$ cat src/inc/mar_pkg.sv
// shared constants and types for the monitor acquisition and result block
`default_nettype none
package mar_pkg;

  // ----------------------------------------------------------------
  // register offsets
  // ----------------------------------------------------------------
  localparam logic [7:0] MAR_ADDR_STATUS_LO = 8'h00;
  localparam logic [7:0] MAR_ADDR_TRIGGER   = 8'h01;
  localparam logic [7:0] MAR_ADDR_STATUS_HI = 8'h02;
  localparam logic [7:0] MAR_ADDR_PAIR_A    = 8'h06;
  localparam logic [7:0] MAR_ADDR_PAIR_B    = 8'h07;
  localparam logic [7:0] MAR_ADDR_GLOBAL    = 8'h08;
  localparam logic [7:0] MAR_ADDR_DATA_BASE = 8'h0A;
  localparam logic [7:0] MAR_ADDR_DATA_LAST = 8'h1D;

  // ----------------------------------------------------------------
  // reset values
  // ----------------------------------------------------------------
  localparam logic [7:0] MAR_RST_BYTE = 8'h00;
  localparam logic [3:0] MAR_RST_SLOT = 4'h0;

  // ----------------------------------------------------------------
  // field positions
  // ----------------------------------------------------------------
  localparam int MAR_PAIR_TEMP_BIT    = 0;
  localparam int MAR_PAIR_KELVIN_BIT  = 1;
  localparam int MAR_PAIR_DIFF_BIT    = 2;
  localparam int MAR_PAIR_SKIP_BIT    = 3;
  localparam int MAR_GLB_REPEAT_BIT   = 0;
  localparam int MAR_GLB_TINT_K_BIT   = 1;
  localparam int MAR_GLB_TINT_SKIP    = 2;
  localparam int MAR_GLB_SUPPLY_EN    = 3;
  localparam int MAR_TRIG_ONE_BIT     = 7;
  localparam int MAR_RES_VALID_BIT    = 7;
  localparam int MAR_HI_BUSY_BIT      = 7;

  // ----------------------------------------------------------------
  // slots: inputs 1..8 are slots 0..7
  // ----------------------------------------------------------------
  localparam int         MAR_NUM_SLOTS    = 10;
  localparam int         MAR_NUM_INPUTS   = 8;
  localparam logic [3:0] MAR_SLOT_TINT    = 4'h8;
  localparam logic [3:0] MAR_SLOT_SUPPLY  = 4'h9;
  localparam logic [3:0] MAR_SLOT_END     = 4'hA;

  typedef enum logic [2:0] {
    MEAS_SINGLE,
    MEAS_DIFF,
    MEAS_TEMP_C,
    MEAS_TEMP_K,
    MEAS_DIODE_V,
    MEAS_TINT_C,
    MEAS_TINT_K,
    MEAS_SUPPLY
  } mar_meas_t;

  typedef struct packed {
    mar_meas_t  kind;
    logic [3:0] slot;
  } mar_conv_req_t;

  typedef struct packed {
    logic        sign;
    logic [13:0] value;
  } mar_conv_data_t;

  typedef struct packed {
    logic [7:0] upper;
    logic [7:0] lower;
  } mar_result_t;

endpackage
`default_nettype wire

$ cat src/rtl/mar_acq_results.sv
// acquisition sequencer and result registers of the eight-input monitor
// ----------------------------------------------------------------
// How it works
// RL1 - repeat mode keeps acquiring after one trigger
// RL2 - no result updates during a serial read
// RL3 - upper and lower bytes written together
// RL4 - no read timeout; master must end reads
// RL5 - trigger one measurement or whole configuration
// RL6 - measurements always in one fixed order
// RL7 - new result sets valid and status bits
// RL8 - addressing data register clears both flags
// RL9 - default: internal temperature plus eight singles
// RL10 - inputs high impedance until configured and triggered
// RL11 - remote temperature lands in odd input register
// RL12 - diode voltage lands in even input register
// RL13 - 8-bit upper/lower, 13-bit value, status bits
// RL14 - temperature Celsius or Kelvin, sixteenth degree
// RL15 - temperature upper bit 7 is data valid
// RL16 - temperature upper bits 4..0 hold bits 12..8
// RL17 - lower byte holds bits 7..0, value/16
// RL18 - Kelvin results never negative
// RL19 - diode voltage only for remote diodes
// RL20 - order inputs 1..8, internal, supply
// RL21 - conversions start only on trigger write
// RL22 - undervoltage resets all registers to zero
// RL23 - voltage upper: sign bit 6, bits 5..0
// RL24 - repeat restarts at first slot after reads; code holds the next start until the read ends, then runs that slot
// ----------------------------------------------------------------
`default_nettype none
module mar_acq_results
  import mar_pkg::*;
(
  input  wire logic           i_clock,
  input  wire logic           i_rst_n,
  input  wire logic           i_undervoltage_lockout,
  input  wire logic [7:0]     i_reg_addr,
  input  wire logic           i_reg_wr,
  input  wire logic [7:0]     i_reg_wdata,
  input  wire logic           i_reg_addressed,
  input  wire logic           i_read_active,
  output var  logic [7:0]     o_reg_rdata,
  output var  logic           o_conv_start,
  output var  mar_conv_req_t  o_conv_req,
  input  wire logic           i_conv_done,
  input  wire mar_conv_data_t i_conv_data,
  output var  logic [7:0]     o_input_enable,
  output var  logic           o_busy
);

  // ----------------------------------------------------------------
  // reset release
  // ----------------------------------------------------------------
  // lockout is folded into the asynchronous reset so it clears everything
  logic       rst_raw_n;
  logic [1:0] rst_sync;
  logic       rst_n;

  assign rst_raw_n = i_rst_n & ~i_undervoltage_lockout; // [RL22]

  always_ff @(posedge i_clock or negedge rst_raw_n) begin
    if (!rst_raw_n) begin
      rst_sync <= 2'b00;
    end else begin
      rst_sync <= {rst_sync[0], 1'b1};
    end
  end

  assign rst_n = rst_sync[1];

  // ----------------------------------------------------------------
  // decode helpers
  // ----------------------------------------------------------------
  function automatic logic [3:0] pair_nibble(input logic [3:0] slot,
                                             input logic [7:0] pa,
                                             input logic [7:0] pb);
    logic [7:0] pr;
    pr = slot[2] ? pb : pa;
    return slot[1] ? pr[7:4] : pr[3:0];
  endfunction

  function automatic logic slot_enabled(input logic [3:0] slot,
                                        input logic [7:0] pa,
                                        input logic [7:0] pb,
                                        input logic [7:0] gl);
    logic [3:0] nib;
    nib = pair_nibble(slot, pa, pb);
    if (slot == MAR_SLOT_TINT) begin
      return ~gl[MAR_GLB_TINT_SKIP]; // [RL9]
    end else if (slot == MAR_SLOT_SUPPLY) begin
      return gl[MAR_GLB_SUPPLY_EN];
    end else if (slot >= MAR_SLOT_END) begin
      return 1'b0;
    end
    // a differential pair reports once, in the odd input's slot
    return ~nib[MAR_PAIR_SKIP_BIT] &
           ~(nib[MAR_PAIR_DIFF_BIT] & ~nib[MAR_PAIR_TEMP_BIT] & slot[0]);
  endfunction

  function automatic mar_meas_t slot_kind(input logic [3:0] slot,
                                          input logic [7:0] pa,
                                          input logic [7:0] pb,
                                          input logic [7:0] gl);
    logic [3:0] nib;
    nib = pair_nibble(slot, pa, pb);
    if (slot == MAR_SLOT_TINT) begin
      return gl[MAR_GLB_TINT_K_BIT] ? MEAS_TINT_K : MEAS_TINT_C; // [RL14]
    end else if (slot == MAR_SLOT_SUPPLY) begin
      return MEAS_SUPPLY;
    end else if (nib[MAR_PAIR_TEMP_BIT]) begin
      if (!slot[0]) begin
        return nib[MAR_PAIR_KELVIN_BIT] ? MEAS_TEMP_K : MEAS_TEMP_C; // [RL11] [RL14]
      end
      return MEAS_DIODE_V; // [RL12] [RL19]
    end else if (nib[MAR_PAIR_DIFF_BIT]) begin
      return MEAS_DIFF;
    end
    return MEAS_SINGLE;
  endfunction

  // upper 7 bits and lower byte; the valid bit is added by the slot
  function automatic logic [14:0] format_result(input mar_meas_t kind,
                                                input mar_conv_data_t d);
    logic [12:0] t;
    t = d.value[12:0];
    if (kind == MEAS_TEMP_C || kind == MEAS_TEMP_K ||
        kind == MEAS_TINT_C || kind == MEAS_TINT_K) begin
      if ((kind == MEAS_TEMP_K || kind == MEAS_TINT_K) && t[12]) begin
        t = 13'h0000; // [RL18]
      end
      return {2'b00, t[12:8], t[7:0]}; // [RL13] [RL16] [RL17]
    end
    return {d.sign, d.value[13:8], d.value[7:0]}; // [RL23]
  endfunction

  // ----------------------------------------------------------------
  // control registers
  // ----------------------------------------------------------------
  logic [7:0] pair_a;
  logic [7:0] pair_b;
  logic [7:0] global_ctrl;
  logic       trig_write;

  assign trig_write = i_reg_wr && (i_reg_addr == MAR_ADDR_TRIGGER);

  always_ff @(posedge i_clock or negedge rst_n) begin
    if (!rst_n) begin
      pair_a      <= MAR_RST_BYTE; // [RL22]
      pair_b      <= MAR_RST_BYTE;
      global_ctrl <= MAR_RST_BYTE;
    end else if (i_reg_wr) begin
      if (i_reg_addr == MAR_ADDR_PAIR_A) begin
        pair_a <= i_reg_wdata;
      end else if (i_reg_addr == MAR_ADDR_PAIR_B) begin
        pair_b <= i_reg_wdata;
      end else if (i_reg_addr == MAR_ADDR_GLOBAL) begin
        global_ctrl <= i_reg_wdata;
      end
    end
  end

  // ----------------------------------------------------------------
  // sequencer
  // ----------------------------------------------------------------
  typedef enum logic [2:0] {
    ST_IDLE,
    ST_FIND,
    ST_START,
    ST_WAIT,
    ST_COMMIT
  } mar_state_t;

  mar_state_t     state;
  logic [3:0]     slot;
  logic           one_only;
  mar_conv_data_t held;
  logic           commit;
  logic           triggered;

  // results only land between serial reads; no timeout exists here
  assign commit = (state == ST_COMMIT) && !i_read_active; // [RL2] [RL4]

  always_ff @(posedge i_clock or negedge rst_n) begin
    if (!rst_n) begin
      state    <= ST_IDLE;
      slot     <= MAR_RST_SLOT;
      one_only <= 1'b0;
    end else begin
      case (state)
        ST_IDLE: begin
          if (trig_write) begin // [RL21]
            one_only <= i_reg_wdata[MAR_TRIG_ONE_BIT]; // [RL5]
            slot     <= i_reg_wdata[MAR_TRIG_ONE_BIT] ? i_reg_wdata[3:0] : MAR_RST_SLOT;
            state    <= i_reg_wdata[MAR_TRIG_ONE_BIT] ? ST_START : ST_FIND;
          end
        end
        ST_FIND: begin
          if (slot >= MAR_SLOT_END) begin
            if (global_ctrl[MAR_GLB_REPEAT_BIT]) begin
              slot <= MAR_RST_SLOT; // [RL1] [RL24]
            end else begin
              state <= ST_IDLE;
            end
          end else if (slot_enabled(slot, pair_a, pair_b, global_ctrl)) begin
            state <= ST_START;
          end else begin
            slot <= slot + 4'h1; // [RL6] [RL20]
          end
        end
        ST_START: begin
          if (one_only && slot >= MAR_SLOT_END) begin
            state <= ST_IDLE;
          end else if (!i_read_active) begin // [RL24]
            state <= ST_WAIT;
          end
        end
        ST_WAIT: begin
          if (i_conv_done) begin
            state <= ST_COMMIT;
          end
        end
        ST_COMMIT: begin
          if (commit) begin
            if (one_only) begin
              state <= global_ctrl[MAR_GLB_REPEAT_BIT] ? ST_START : ST_IDLE; // [RL1]
            end else begin
              slot  <= slot + 4'h1; // [RL20]
              state <= ST_FIND;
            end
          end
        end
        default: begin
          state <= ST_IDLE;
        end
      endcase
    end
  end

  // converter request
  always_ff @(posedge i_clock or negedge rst_n) begin
    if (!rst_n) begin
      o_conv_start <= 1'b0;
      o_conv_req   <= '{kind: MEAS_SINGLE, slot: MAR_RST_SLOT};
    end else begin
      o_conv_start <= (state == ST_START) && !i_read_active &&
                      (slot < MAR_SLOT_END);
      // request only moves with its start pulse, so it stands while frozen
      if ((state == ST_START) && !i_read_active && (slot < MAR_SLOT_END)) begin
        o_conv_req <= '{kind: slot_kind(slot, pair_a, pair_b, global_ctrl),
                        slot: slot};
      end
    end
  end

  // a finished conversion waits here while a read freezes the registers
  always_ff @(posedge i_clock or negedge rst_n) begin
    if (!rst_n) begin
      held <= '{sign: 1'b0, value: 14'h0000};
    end else if (state == ST_WAIT && i_conv_done) begin
      held <= i_conv_data;
    end
  end

  // ----------------------------------------------------------------
  // input pin enables
  // ----------------------------------------------------------------
  always_ff @(posedge i_clock or negedge rst_n) begin
    if (!rst_n) begin
      triggered <= 1'b0;
    end else if (trig_write) begin
      triggered <= 1'b1;
    end
  end

  always_ff @(posedge i_clock or negedge rst_n) begin
    if (!rst_n) begin
      o_input_enable <= MAR_RST_BYTE;
    end else begin
      for (int i = 0; i < MAR_NUM_INPUTS; i++) begin
        // both legs of a paired measurement stay connected
        o_input_enable[i] <= triggered && // [RL10]
          (slot_enabled(4'(i), pair_a, pair_b, global_ctrl) ||
           slot_enabled(4'(i ^ 1), pair_a, pair_b, global_ctrl));
      end
    end
  end

  assign o_busy = (state != ST_IDLE);

  // ----------------------------------------------------------------
  // result registers
  // ----------------------------------------------------------------
  mar_result_t results [MAR_NUM_SLOTS];
  logic [MAR_NUM_SLOTS-1:0] valid;
  logic [14:0]              new_bytes;
  logic [7:0]               data_off;

  assign new_bytes = format_result(o_conv_req.kind, held);
  assign data_off  = i_reg_addr - MAR_ADDR_DATA_BASE;

  generate
    for (genvar g = 0; g < MAR_NUM_SLOTS; g++) begin : g_slot
      logic hit;
      assign hit = i_reg_addressed && (i_reg_addr >= MAR_ADDR_DATA_BASE) &&
                   (i_reg_addr <= MAR_ADDR_DATA_LAST) && (data_off[7:1] == 7'(g));
      mar_result_slot u_slot (
        .i_clock  (i_clock),
        .i_rst_n  (rst_n),
        .i_load   (commit && (o_conv_req.slot == 4'(g))), // [RL3] [RL7]
        .i_bytes  (new_bytes),
        .i_clear  (hit), // [RL8] [RL15]
        .o_result (results[g]),
        .o_valid  (valid[g])
      );
    end
  endgenerate

  // ----------------------------------------------------------------
  // read data
  // ----------------------------------------------------------------
  always_ff @(posedge i_clock or negedge rst_n) begin
    if (!rst_n) begin
      o_reg_rdata <= MAR_RST_BYTE;
    end else if (i_reg_addr == MAR_ADDR_STATUS_LO) begin
      o_reg_rdata <= valid[7:0]; // [RL7]
    end else if (i_reg_addr == MAR_ADDR_STATUS_HI) begin
      o_reg_rdata <= {o_busy, 5'h00, valid[9:8]};
    end else if (i_reg_addr == MAR_ADDR_PAIR_A) begin
      o_reg_rdata <= pair_a;
    end else if (i_reg_addr == MAR_ADDR_PAIR_B) begin
      o_reg_rdata <= pair_b;
    end else if (i_reg_addr == MAR_ADDR_GLOBAL) begin
      o_reg_rdata <= global_ctrl;
    end else if (i_reg_addr >= MAR_ADDR_DATA_BASE && i_reg_addr <= MAR_ADDR_DATA_LAST) begin
      o_reg_rdata <= data_off[0] ? results[data_off[4:1]].lower
                                 : results[data_off[4:1]].upper;
    end else begin
      o_reg_rdata <= MAR_RST_BYTE;
    end
  end

endmodule
`default_nettype wire

$ cat src/rtl/mar_result_slot.sv
// one result register pair with its data-valid flag
`default_nettype none
module mar_result_slot
  import mar_pkg::*;
(
  input  wire logic        i_clock,
  input  wire logic        i_rst_n,
  input  wire logic        i_load,
  input  wire logic [14:0] i_bytes,
  input  wire logic        i_clear,
  output var  mar_result_t o_result,
  output var  logic        o_valid
);

  logic [14:0] bytes;

  always_ff @(posedge i_clock or negedge i_rst_n) begin
    if (!i_rst_n) begin
      bytes <= 15'h0000;
    end else if (i_load) begin
      bytes <= i_bytes;
    end
  end

  // set beats a clear landing in the same cycle
  always_ff @(posedge i_clock or negedge i_rst_n) begin
    if (!i_rst_n) begin
      o_valid <= 1'b0;
    end else if (i_load) begin
      o_valid <= 1'b1;
    end else if (i_clear) begin
      o_valid <= 1'b0;
    end
  end

  assign o_result = '{upper: {o_valid, bytes[14:8]}, lower: bytes[7:0]};

endmodule
`default_nettype wire

$ cat config.mk
export PLATFORM = sky130hd
export DESIGN_NAME = mar_acq_results
export DESIGN_NICKNAME = d
export VERILOG_FILES = /design/src/inc/mar_pkg.sv /design/src/rtl/mar_acq_results.sv /design/src/rtl/mar_result_slot.sv
export SDC_FILE = /design/constraint.sdc
export NUM_CORES = 1
export LEC_CHECK = 0
export ABC_CLOCK_PERIOD_IN_PS = 8100
export BUFFER_PORTS_ARGS = -buffer_cell sky130_fd_sc_hd__buf_2
export CAP_MARGIN = 20
export CORE_ASPECT_RATIO = 0.5
export CORE_MARGIN = 3
export CORE_UTILIZATION = 55
export DETAILED_ROUTE_END_ITERATION = 6
export PLACE_DENSITY_LB_ADDON = 0.3
export SLEW_MARGIN = 20
export SYNTH_ARGS = -nofsm -noshare
export SYNTH_HDL_FRONTEND = slang
export SYNTH_SLANG_ARGS = --single-unit
export TNS_END_PERCENT = 1
$ cat constraint.sdc
create_clock -name i_clock -period 8.1 [get_ports i_clock]
set_clock_uncertainty 0.15 [all_clocks]
set_input_delay 0 -clock i_clock [delete_from_list [all_inputs] [get_ports i_clock]]
set_output_delay 0 -clock i_clock [all_outputs]
set_load 0.01 [all_outputs]
[Word-level counts from Yosys, hierarchy flattened]
Cells that the tools add are included.
Operators by class
  add/sub/neg operators: 2
  order comparisons: 5
  equal/unequal tests: 42
  mux-type cells: 84
  bitwise operators: 32
  reductions and logical operators: 65
Operators by type and width (number)
  binary-select mux 16 bit (select 4 bit): 1
  two-way mux 8 bit: 8
  two-way mux 3 bit: 15
  two-way mux 1 bit: 41
  logical AND 1 bit: 34
  two-way mux 16 bit: 2
  two-way mux 4 bit: 8
  two-way mux 15 bit: 2
  == test 7 x 3 -> 1 bit (second input constant): 4
  nonzero test 2 bit: 10
  inverter 1 bit: 19
  == test 4 x 3 -> 1 bit (second input constant): 4
  == test 4 bit (second input constant): 4
  == test 8 x 3 -> 1 bit (second input constant): 2
  inequality test 3 bit (second input constant): 5
  case mux 3 bit (5 select lines): 1
  == test 7 x 2 -> 1 bit (second input constant): 2
  == test 7 x 4 -> 1 bit (second input constant): 2
  two-way mux 13 bit: 1
  AND 1 bit: 12
  == test 3 x 2 -> 1 bit (second input constant): 4
  case mux 4 bit (3 select lines): 1
  AND reduction 6 bit: 2
  == test 3 bit (second input constant): 3
  other kinds (27): 43
Storage, ports and cells
  register bits after elaboration: 233
  bits of input ports: 38
  output and inout bits: 25
  logic and storage cells: 265

[Longest topological paths before layout]
  depth in word-level cells: 13
  mapped depth: 13
  gate-level depth less buffers: 7

[Cells and area by module]
From an unflattened synthesis, not the netlist that was laid out.
Unflattened totals
  cells, all modules: 870
  area, all modules: 11838.9 µm²
By module, submodules not included
  mar_result_slot: instances 10, cells each 36, area each 654.4 µm², sequential area each 400.4 µm²
  mar_acq_results: instances 1, cells each 510, area each 5295.1 µm², sequential area each 1751.7 µm²

[Worst setup path before layout]
Ideal clock, no wire load.
  kind: input -> register
  start: input i_reg_addr[1]
  end: register o_reg_rdata[2]
  setup time: 0.145 ns
  arrival time: 3.072 ns
  path slack: 4.733 ns
  cell stages on the path: 12
  path buffers: 5
  cell sequence: buf_2 > buf_2 > buf_2 > buf_2 > inv_1 > ha_1 > clkbuf_1 > xnor2_1 > mux4_2 > o2111a_1 > o32ai_1 > a22oi_1
Between the ends
  word-level cells in the longest chain between the ends: 12
Ends and longest elaborated chain
  start: declaration: RTL line mar_acq_results.sv:36  | input wire logic [7:0] i_reg_addr,
  subtractor 8 x 4 -> 8 bit: RTL line mar_acq_results.sv:298  | assign data_off = i_reg_addr - MAR_ADDR_DATA_BASE;
  inverter 4 -> 5 bit (not written as such): RTL line mar_acq_results.sv:334, mar_acq_results.sv:335
  binary-select mux 16 bit (select 4 bit): RTL line mar_acq_results.sv:334, mar_acq_results.sv:335
  two-way mux 16 bit (not written as such) (2 in a row): RTL line mar_acq_results.sv:335  | : results[data_off[4:1]].upper;
  two-way mux 8 bit: RTL line mar_acq_results.sv:334  | o_reg_rdata <= data_off[0] ? results[data_off[4:1]].lower
  two-way mux 8 bit: RTL line mar_acq_results.sv:333  | end else if (i_reg_addr >= MAR_ADDR_DATA_BASE && i_reg_addr <= MAR_ADDR_DATA_LAST) begin
  two-way mux 8 bit: RTL line mar_acq_results.sv:331  | end else if (i_reg_addr == MAR_ADDR_GLOBAL) begin
  two-way mux 8 bit: RTL line mar_acq_results.sv:329  | end else if (i_reg_addr == MAR_ADDR_PAIR_B) begin
  two-way mux 8 bit: RTL line mar_acq_results.sv:327  | end else if (i_reg_addr == MAR_ADDR_PAIR_A) begin
  two-way mux 8 bit: RTL line mar_acq_results.sv:325  | end else if (i_reg_addr == MAR_ADDR_STATUS_HI) begin
  two-way mux 8 bit (*): RTL line mar_acq_results.sv:323  | end else if (i_reg_addr == MAR_ADDR_STATUS_LO) begin
  end signal: assignment: RTL line mar_acq_results.sv:324  | o_reg_rdata <= valid[7:0];
  end signal: assignment: RTL line mar_acq_results.sv:326  | o_reg_rdata <= {o_busy, 5'h00, valid[9:8]};
  end signal: assignment: RTL line mar_acq_results.sv:328  | o_reg_rdata <= pair_a;
  end: declaration: RTL line mar_acq_results.sv:41  | output var logic [7:0] o_reg_rdata,
Every way passes the cells marked *; elsewhere a longest branch is shown, timed or not. The select of a mux whose other input is x is not followed.
A chain may end at the register's enable or synchronous reset.

[Final worst setup path]
  start: input i_reg_addr[2]
  end: register g_slot[7].u_slot.o_valid
Between the ends
  word-level cells in the longest chain between the ends: 5
Ends and longest elaborated chain
  parallel branches: the longest is 3 deep, another holds subtractor 8 x 4 -> 8 bit
  logical AND 1 bit (*): RTL line mar_acq_results.sv:304  | (i_reg_addr <= MAR_ADDR_DATA_LAST) && (data_off[7:1] == 7'(g));
  nonzero test 2 bit (no source line) (*)
  end signal: assignment: RTL line mar_result_slot.sv:28  | o_valid <= 1'b0;
  end signal: assignment: RTL line mar_result_slot.sv:30  | o_valid <= 1'b1;
  end signal: assignment: RTL line mar_result_slot.sv:32  | o_valid <= 1'b0;
  end: declaration: RTL line mar_result_slot.sv:12  | output var logic o_valid
Every way passes the cells marked *.

==> impl_metrics.xml <==
<?xml version="1.0" encoding="UTF-8"?>
<metrics>
  <group name="clock_tree">
    <metric name="clock_root_cell" unit="">clkbuf_16</metric>
    <metric name="cts.repair_timing.setup_buffer_count" unit="">0</metric>
    <metric name="htree_levels" unit="">1</metric>
    <metric name="cts_sinks" unit="">230</metric>
    <metric name="postCtsResizedCells" unit="">0</metric>
    <metric name="cts_max_path_buffers" unit="">3</metric>
    <metric name="tritoncts_clock_tree" unit="">done</metric>
    <metric name="worst_skew_pair.late_latency" unit="ns">0.52</metric>
    <metric name="clock_slew_at_reported_path_ffs" unit="ns">0.07</metric>
    <metric name="post_cts_hold_fix_bufs" unit="">42</metric>
    <metric name="numCtsBuffers" unit="">22</metric>
  </group>
  <group name="route">
    <metric name="routed_wl" unit="um">29800</metric>
    <metric name="route.detailed.wl_per_inst" unit="um">22.6</metric>
    <metric name="drt_first_pass_iters" unit="">6</metric>
    <metric name="remaining_drcs" unit="">0</metric>
    <metric name="route.detailed.vias_per_inst" unit="">6.30</metric>
    <metric name="drtAntennaViolNets" unit="">0</metric>
    <metric name="drt_first_iter_violations" unit="">878</metric>
    <metric name="vias" unit="">8280</metric>
  </group>
  <group name="placed_design">
    <metric name="placement.setup.worst_slack" unit="ns">4.87</metric>
    <metric name="placed_cell_area" unit="um^2">11800</metric>
    <metric name="finalWeightedCongestion" unit="">0.987</metric>
    <metric name="count_of_buffers_from_port_buffering" unit="">62</metric>
    <metric name="hpwlAfterDp" unit="um">19400</metric>
  </group>
  <group name="run_status">
    <metric name="status" unit="">completed</metric>
  </group>
  <group name="sta">
    <metric name="worst_hold_slack" unit="ns">0.0760</metric>
    <metric name="rsz_0062_raised_after_global_routing" unit="">false</metric>
    <metric name="setup-violations-final" unit="">0</metric>
    <metric name="finalMaxSlewViolations" unit="">0</metric>
    <metric name="maxClockFrequency" unit="MHz">305</metric>
    <metric name="slew_headroom" unit="">0.249</metric>
    <metric name="final.period_utilization" unit="">0.405</metric>
    <metric name="finalHoldViolCount" unit="">0</metric>
    <metric name="setup_total_negative_slack" unit="ns">0</metric>
    <metric name="final_critical_path_setup_slack" unit="ns">4.82</metric>
    <metric name="worst-slew-pin-transition" unit="ns">1.12</metric>
    <metric name="post-route-min-period" unit="ns">3.28</metric>
  </group>
  <group name="floorplanning">
    <metric name="start_util" unit="">0.571</metric>
    <metric name="io-pin-count" unit="">63</metric>
    <metric name="rows" unit="">36</metric>
    <metric name="floorplan.core_area" unit="um^2">19900</metric>
    <metric name="die_h" unit="um">108</metric>
    <metric name="floorplan.die_area" unit="um^2">22500</metric>
    <metric name="die_width" unit="um">209</metric>
  </group>
  <group name="logic_synthesis">
    <metric name="synthCells" unit="">956</metric>
    <metric name="netlist_area" unit="um^2">11300</metric>
    <metric name="synth_top_family_by_area" unit="">multiplexers</metric>
    <metric name="synth-edff-count" unit="">0</metric>
    <metric name="ys_async_sr_fraction" unit="">1.00</metric>
    <metric name="post_synth_mux_area_share" unit="">0.229</metric>
    <metric name="synth_compound_area_frac" unit="">0.101</metric>
    <metric name="synth_simple_gate_area_share" unit="">0.119</metric>
    <metric name="synth.avg_cell_area" unit="um^2">11.9</metric>
    <metric name="synth.lib_cells_used.distinct" unit="">75</metric>
    <metric name="synthesis.yosys.warnings" unit="">0</metric>
    <metric name="synth_xor_xnor_area_share" unit="">0.00618</metric>
    <metric name="yosys_most_used_dff" unit="">dfrtp_1</metric>
    <metric name="postSynthRegisterBits" unit="">230</metric>
    <metric name="synth-adder-area-share" unit="">0.00772</metric>
    <metric name="syn-num-nets" unit="">1001</metric>
    <metric name="synth-seq-area-share" unit="">0.507</metric>
  </group>
  <group name="layout">
    <metric name="drive_gt1_frac" unit="">0.291</metric>
    <metric name="layout-area-overhead-vs-synth" unit="%">15.0</metric>
    <metric name="number_of_nets_in_the_final_layout" unit="">1079</metric>
    <metric name="layout.filler_cells" unit="">1464</metric>
    <metric name="design_area" unit="um^2">13000</metric>
    <metric name="n_antenna_cell" unit="">0</metric>
  </group>
  <group name="worst_setup_path">
    <metric name="r2r_start" unit="">state[2]</metric>
    <metric name="arrival_worst_endpoint" unit="ns">3.53</metric>
    <metric name="cell_count_of_the_worst_reg_to_reg_path" unit="">4</metric>
    <metric name="critical_path.max_fanout" unit="">16</metric>
    <metric name="setup.worst_path.class" unit="">in2reg</metric>
    <metric name="critPathCaptureType" unit="">register</metric>
    <metric name="critical_path_required" unit="ns">8.35</metric>
    <metric name="rrSetupSlack" unit="ns">4.83</metric>
    <metric name="worstSetupStartpointType" unit="">input pin</metric>
    <metric name="r2r_end" unit="">g_slot[0].u_slot.bytes[9]</metric>
  </group>
  <group name="global_routing">
    <metric name="wire_length_of_the_first_global_routing_pass" unit="um">46700</metric>
    <metric name="number_of_antenna_violations_at_the_first_check_in_global_routing" unit="">1</metric>
    <metric name="first_global_vias" unit="">8205</metric>
    <metric name="global_route_usage_over_all_layers" unit="">0.266</metric>
    <metric name="global_route.overflow_total" unit="">0</metric>
    <metric name="grt_max_degree" unit="">84</metric>
  </group>
  <group name="power">
    <metric name="power_density" unit="nW/um^2">264</metric>
    <metric name="ir_worst_vdd" unit="uV">122</metric>
    <metric name="total_leakage_power" unit="nW">6.08</metric>
  </group>
  <group name="worst_hold_path">
    <metric name="timing.hold.worst.class" unit="">reg2async</metric>
  </group>
  <group name="job">
    <metric name="cap_viol_max_count" unit="">0</metric>
  </group>
</metrics>
==> layout make-up <==
class | instances | area [um^2] | area share
multi-input combinational | 647 | 5280 | 0.404
tap | 266 | 333 | 0.0255
clock buffer | 31 | 664 | 0.0509
clock inverter | 8 | 87.6 | 0.00672
sequential | 230 | 5760 | 0.442
inverter | 14 | 52.6 | 0.00403
timing repair buffer | 119 | 870 | 0.0667
==> sequential cells by signal, indices dropped and copies added, names as in the netlist <==
name and flops:
g_slot.u_slot.bytes 150, held 15, g_slot.u_slot.o_valid 10, global_ctrl 8, o_reg_rdata 8, pair_a 8, pair_b 8, o_conv_req 7
o_input_enable 4, slot 4, state 3, rst_sync 2, o_conv_start 1, one_only 1, triggered 1
==> Yosys cell counts (9+ instances only) <==
| cell | n | area (um^2) |
|---|---|---|
| o21ai_0 | 81 | 405 |
| clkbuf_1 | 43 | 161 |
| mux2i_1 | 23 | 230 |
| nand2_1 | 101 | 379 |
| nor2b_1 | 12 | 75.1 |
| nor2_1 | 16 | 60.1 |
| and2_1 | 16 | 100 |
| nand2b_1 | 9 | 56.3 |
| buf_2 | 14 | 70.1 |
| nor3b_1 | 10 | 75.1 |
| a21oi_1 | 27 | 135 |
| dfrtp_1 | 230 | 5760 |
| mux2_2 | 138 | 1550 |
| nor3_1 | 14 | 70.1 |
| nand3_1 | 15 | 75.1 |
| mux4_2 | 32 | 721 |
| nand3b_1 | 9 | 67.6 |
| inv_1 | 13 | 48.8 |
==> routing by layer <==
metal,global-route usage,wire length (um)
met1,0.383,12900
met2,0.409,13100
met3,0.0611,2810
met4,0.0792,968
met5,0,13
==> layout by cell type (no fill, tap or decap), types with 6 or more instances in the layout <==
cell type	count
nor4_1	7
clkbuf_8	8
nand2_1	100
clkbuf_16	22
mux2_2	138
mux2i_1	23
buf_4	14
mux4_2	32
nor3b_1	10
and2_1	16
dfrtp_1	229
nand3b_1	9
inv_1	13
ha_1	6
a21o_1	8
mux2_1	8
nand3_1	15
o21ai_0	81
a21oi_1	27
o21a_1	7
nand4_1	7
dlygate4sd3_1	42
nor3_1	14
nand2b_1	9
nor2_1	16
nor2b_1	12
buf_2	61
==> per-stage QoR <==
step,utilization,total power [mW],cells
final,0.657,3.44,1315
after global routing,0.657,3.61,1315
after CTS,0.655,3.44,1314
after detailed placement,0.596,2.36,1233
after global placement,0.595,2.33,1233
after floorplan,-,2.11,956
==> report_power, final <==
part	switching, mW	internal (mW)	leakage [nW]
logic	0.464	0.381	2.58
registers	0.188	1.35	3.12
clock network	0.452	0.607	0.377
==> critical path, cell delays in order <==
cell           delay [ns]
dlygate4sd3_1        0.53
buf_2                0.23
inv_1                0.17
ha_2                 0.32
nor2b_1              0.10
or3b_2               0.48
a2111oi_2            0.77
nand3_1              0.16
dlygate4sd3_1        0.59
a21o_1               0.18
==> kinds of logic (layout without fill, tap and decap cells) <==
family / count (synthesis) / after routing
AO/OA/AOI/OAI: 180 / 180
XOR/XNOR: 8 / 8
adder cells (fa/ha/maj): 7 / 7
buffers and inverters: 79 / 172
flip-flops: 230 / 230
multiplexers: 201 / 201
other: 1 / 1
AND/OR/NAND/NOR: 250 / 250
==> worst max path at each step <==
stage	startpoint	slack [ns]	end	cells after the start
2_1_floorplan	rst_sync[1]	1.07	g_slot[0].u_slot.bytes[0]	0
3_3_place_gp	i_reg_addr[1]	4.64	o_reg_rdata[5]	8
3_5_place_dp	i_reg_addr[1]	4.87	o_reg_rdata[5]	9
4_1_cts	state[2]	4.86	g_slot[0].u_slot.bytes[12]	4
5_1_grt	state[2]	4.75	g_slot[0].u_slot.bytes[7]	4
6_report	i_reg_addr[2]	4.82	g_slot[7].u_slot.o_valid	10
Note: power is estimated with default switching activity, not from simulation.
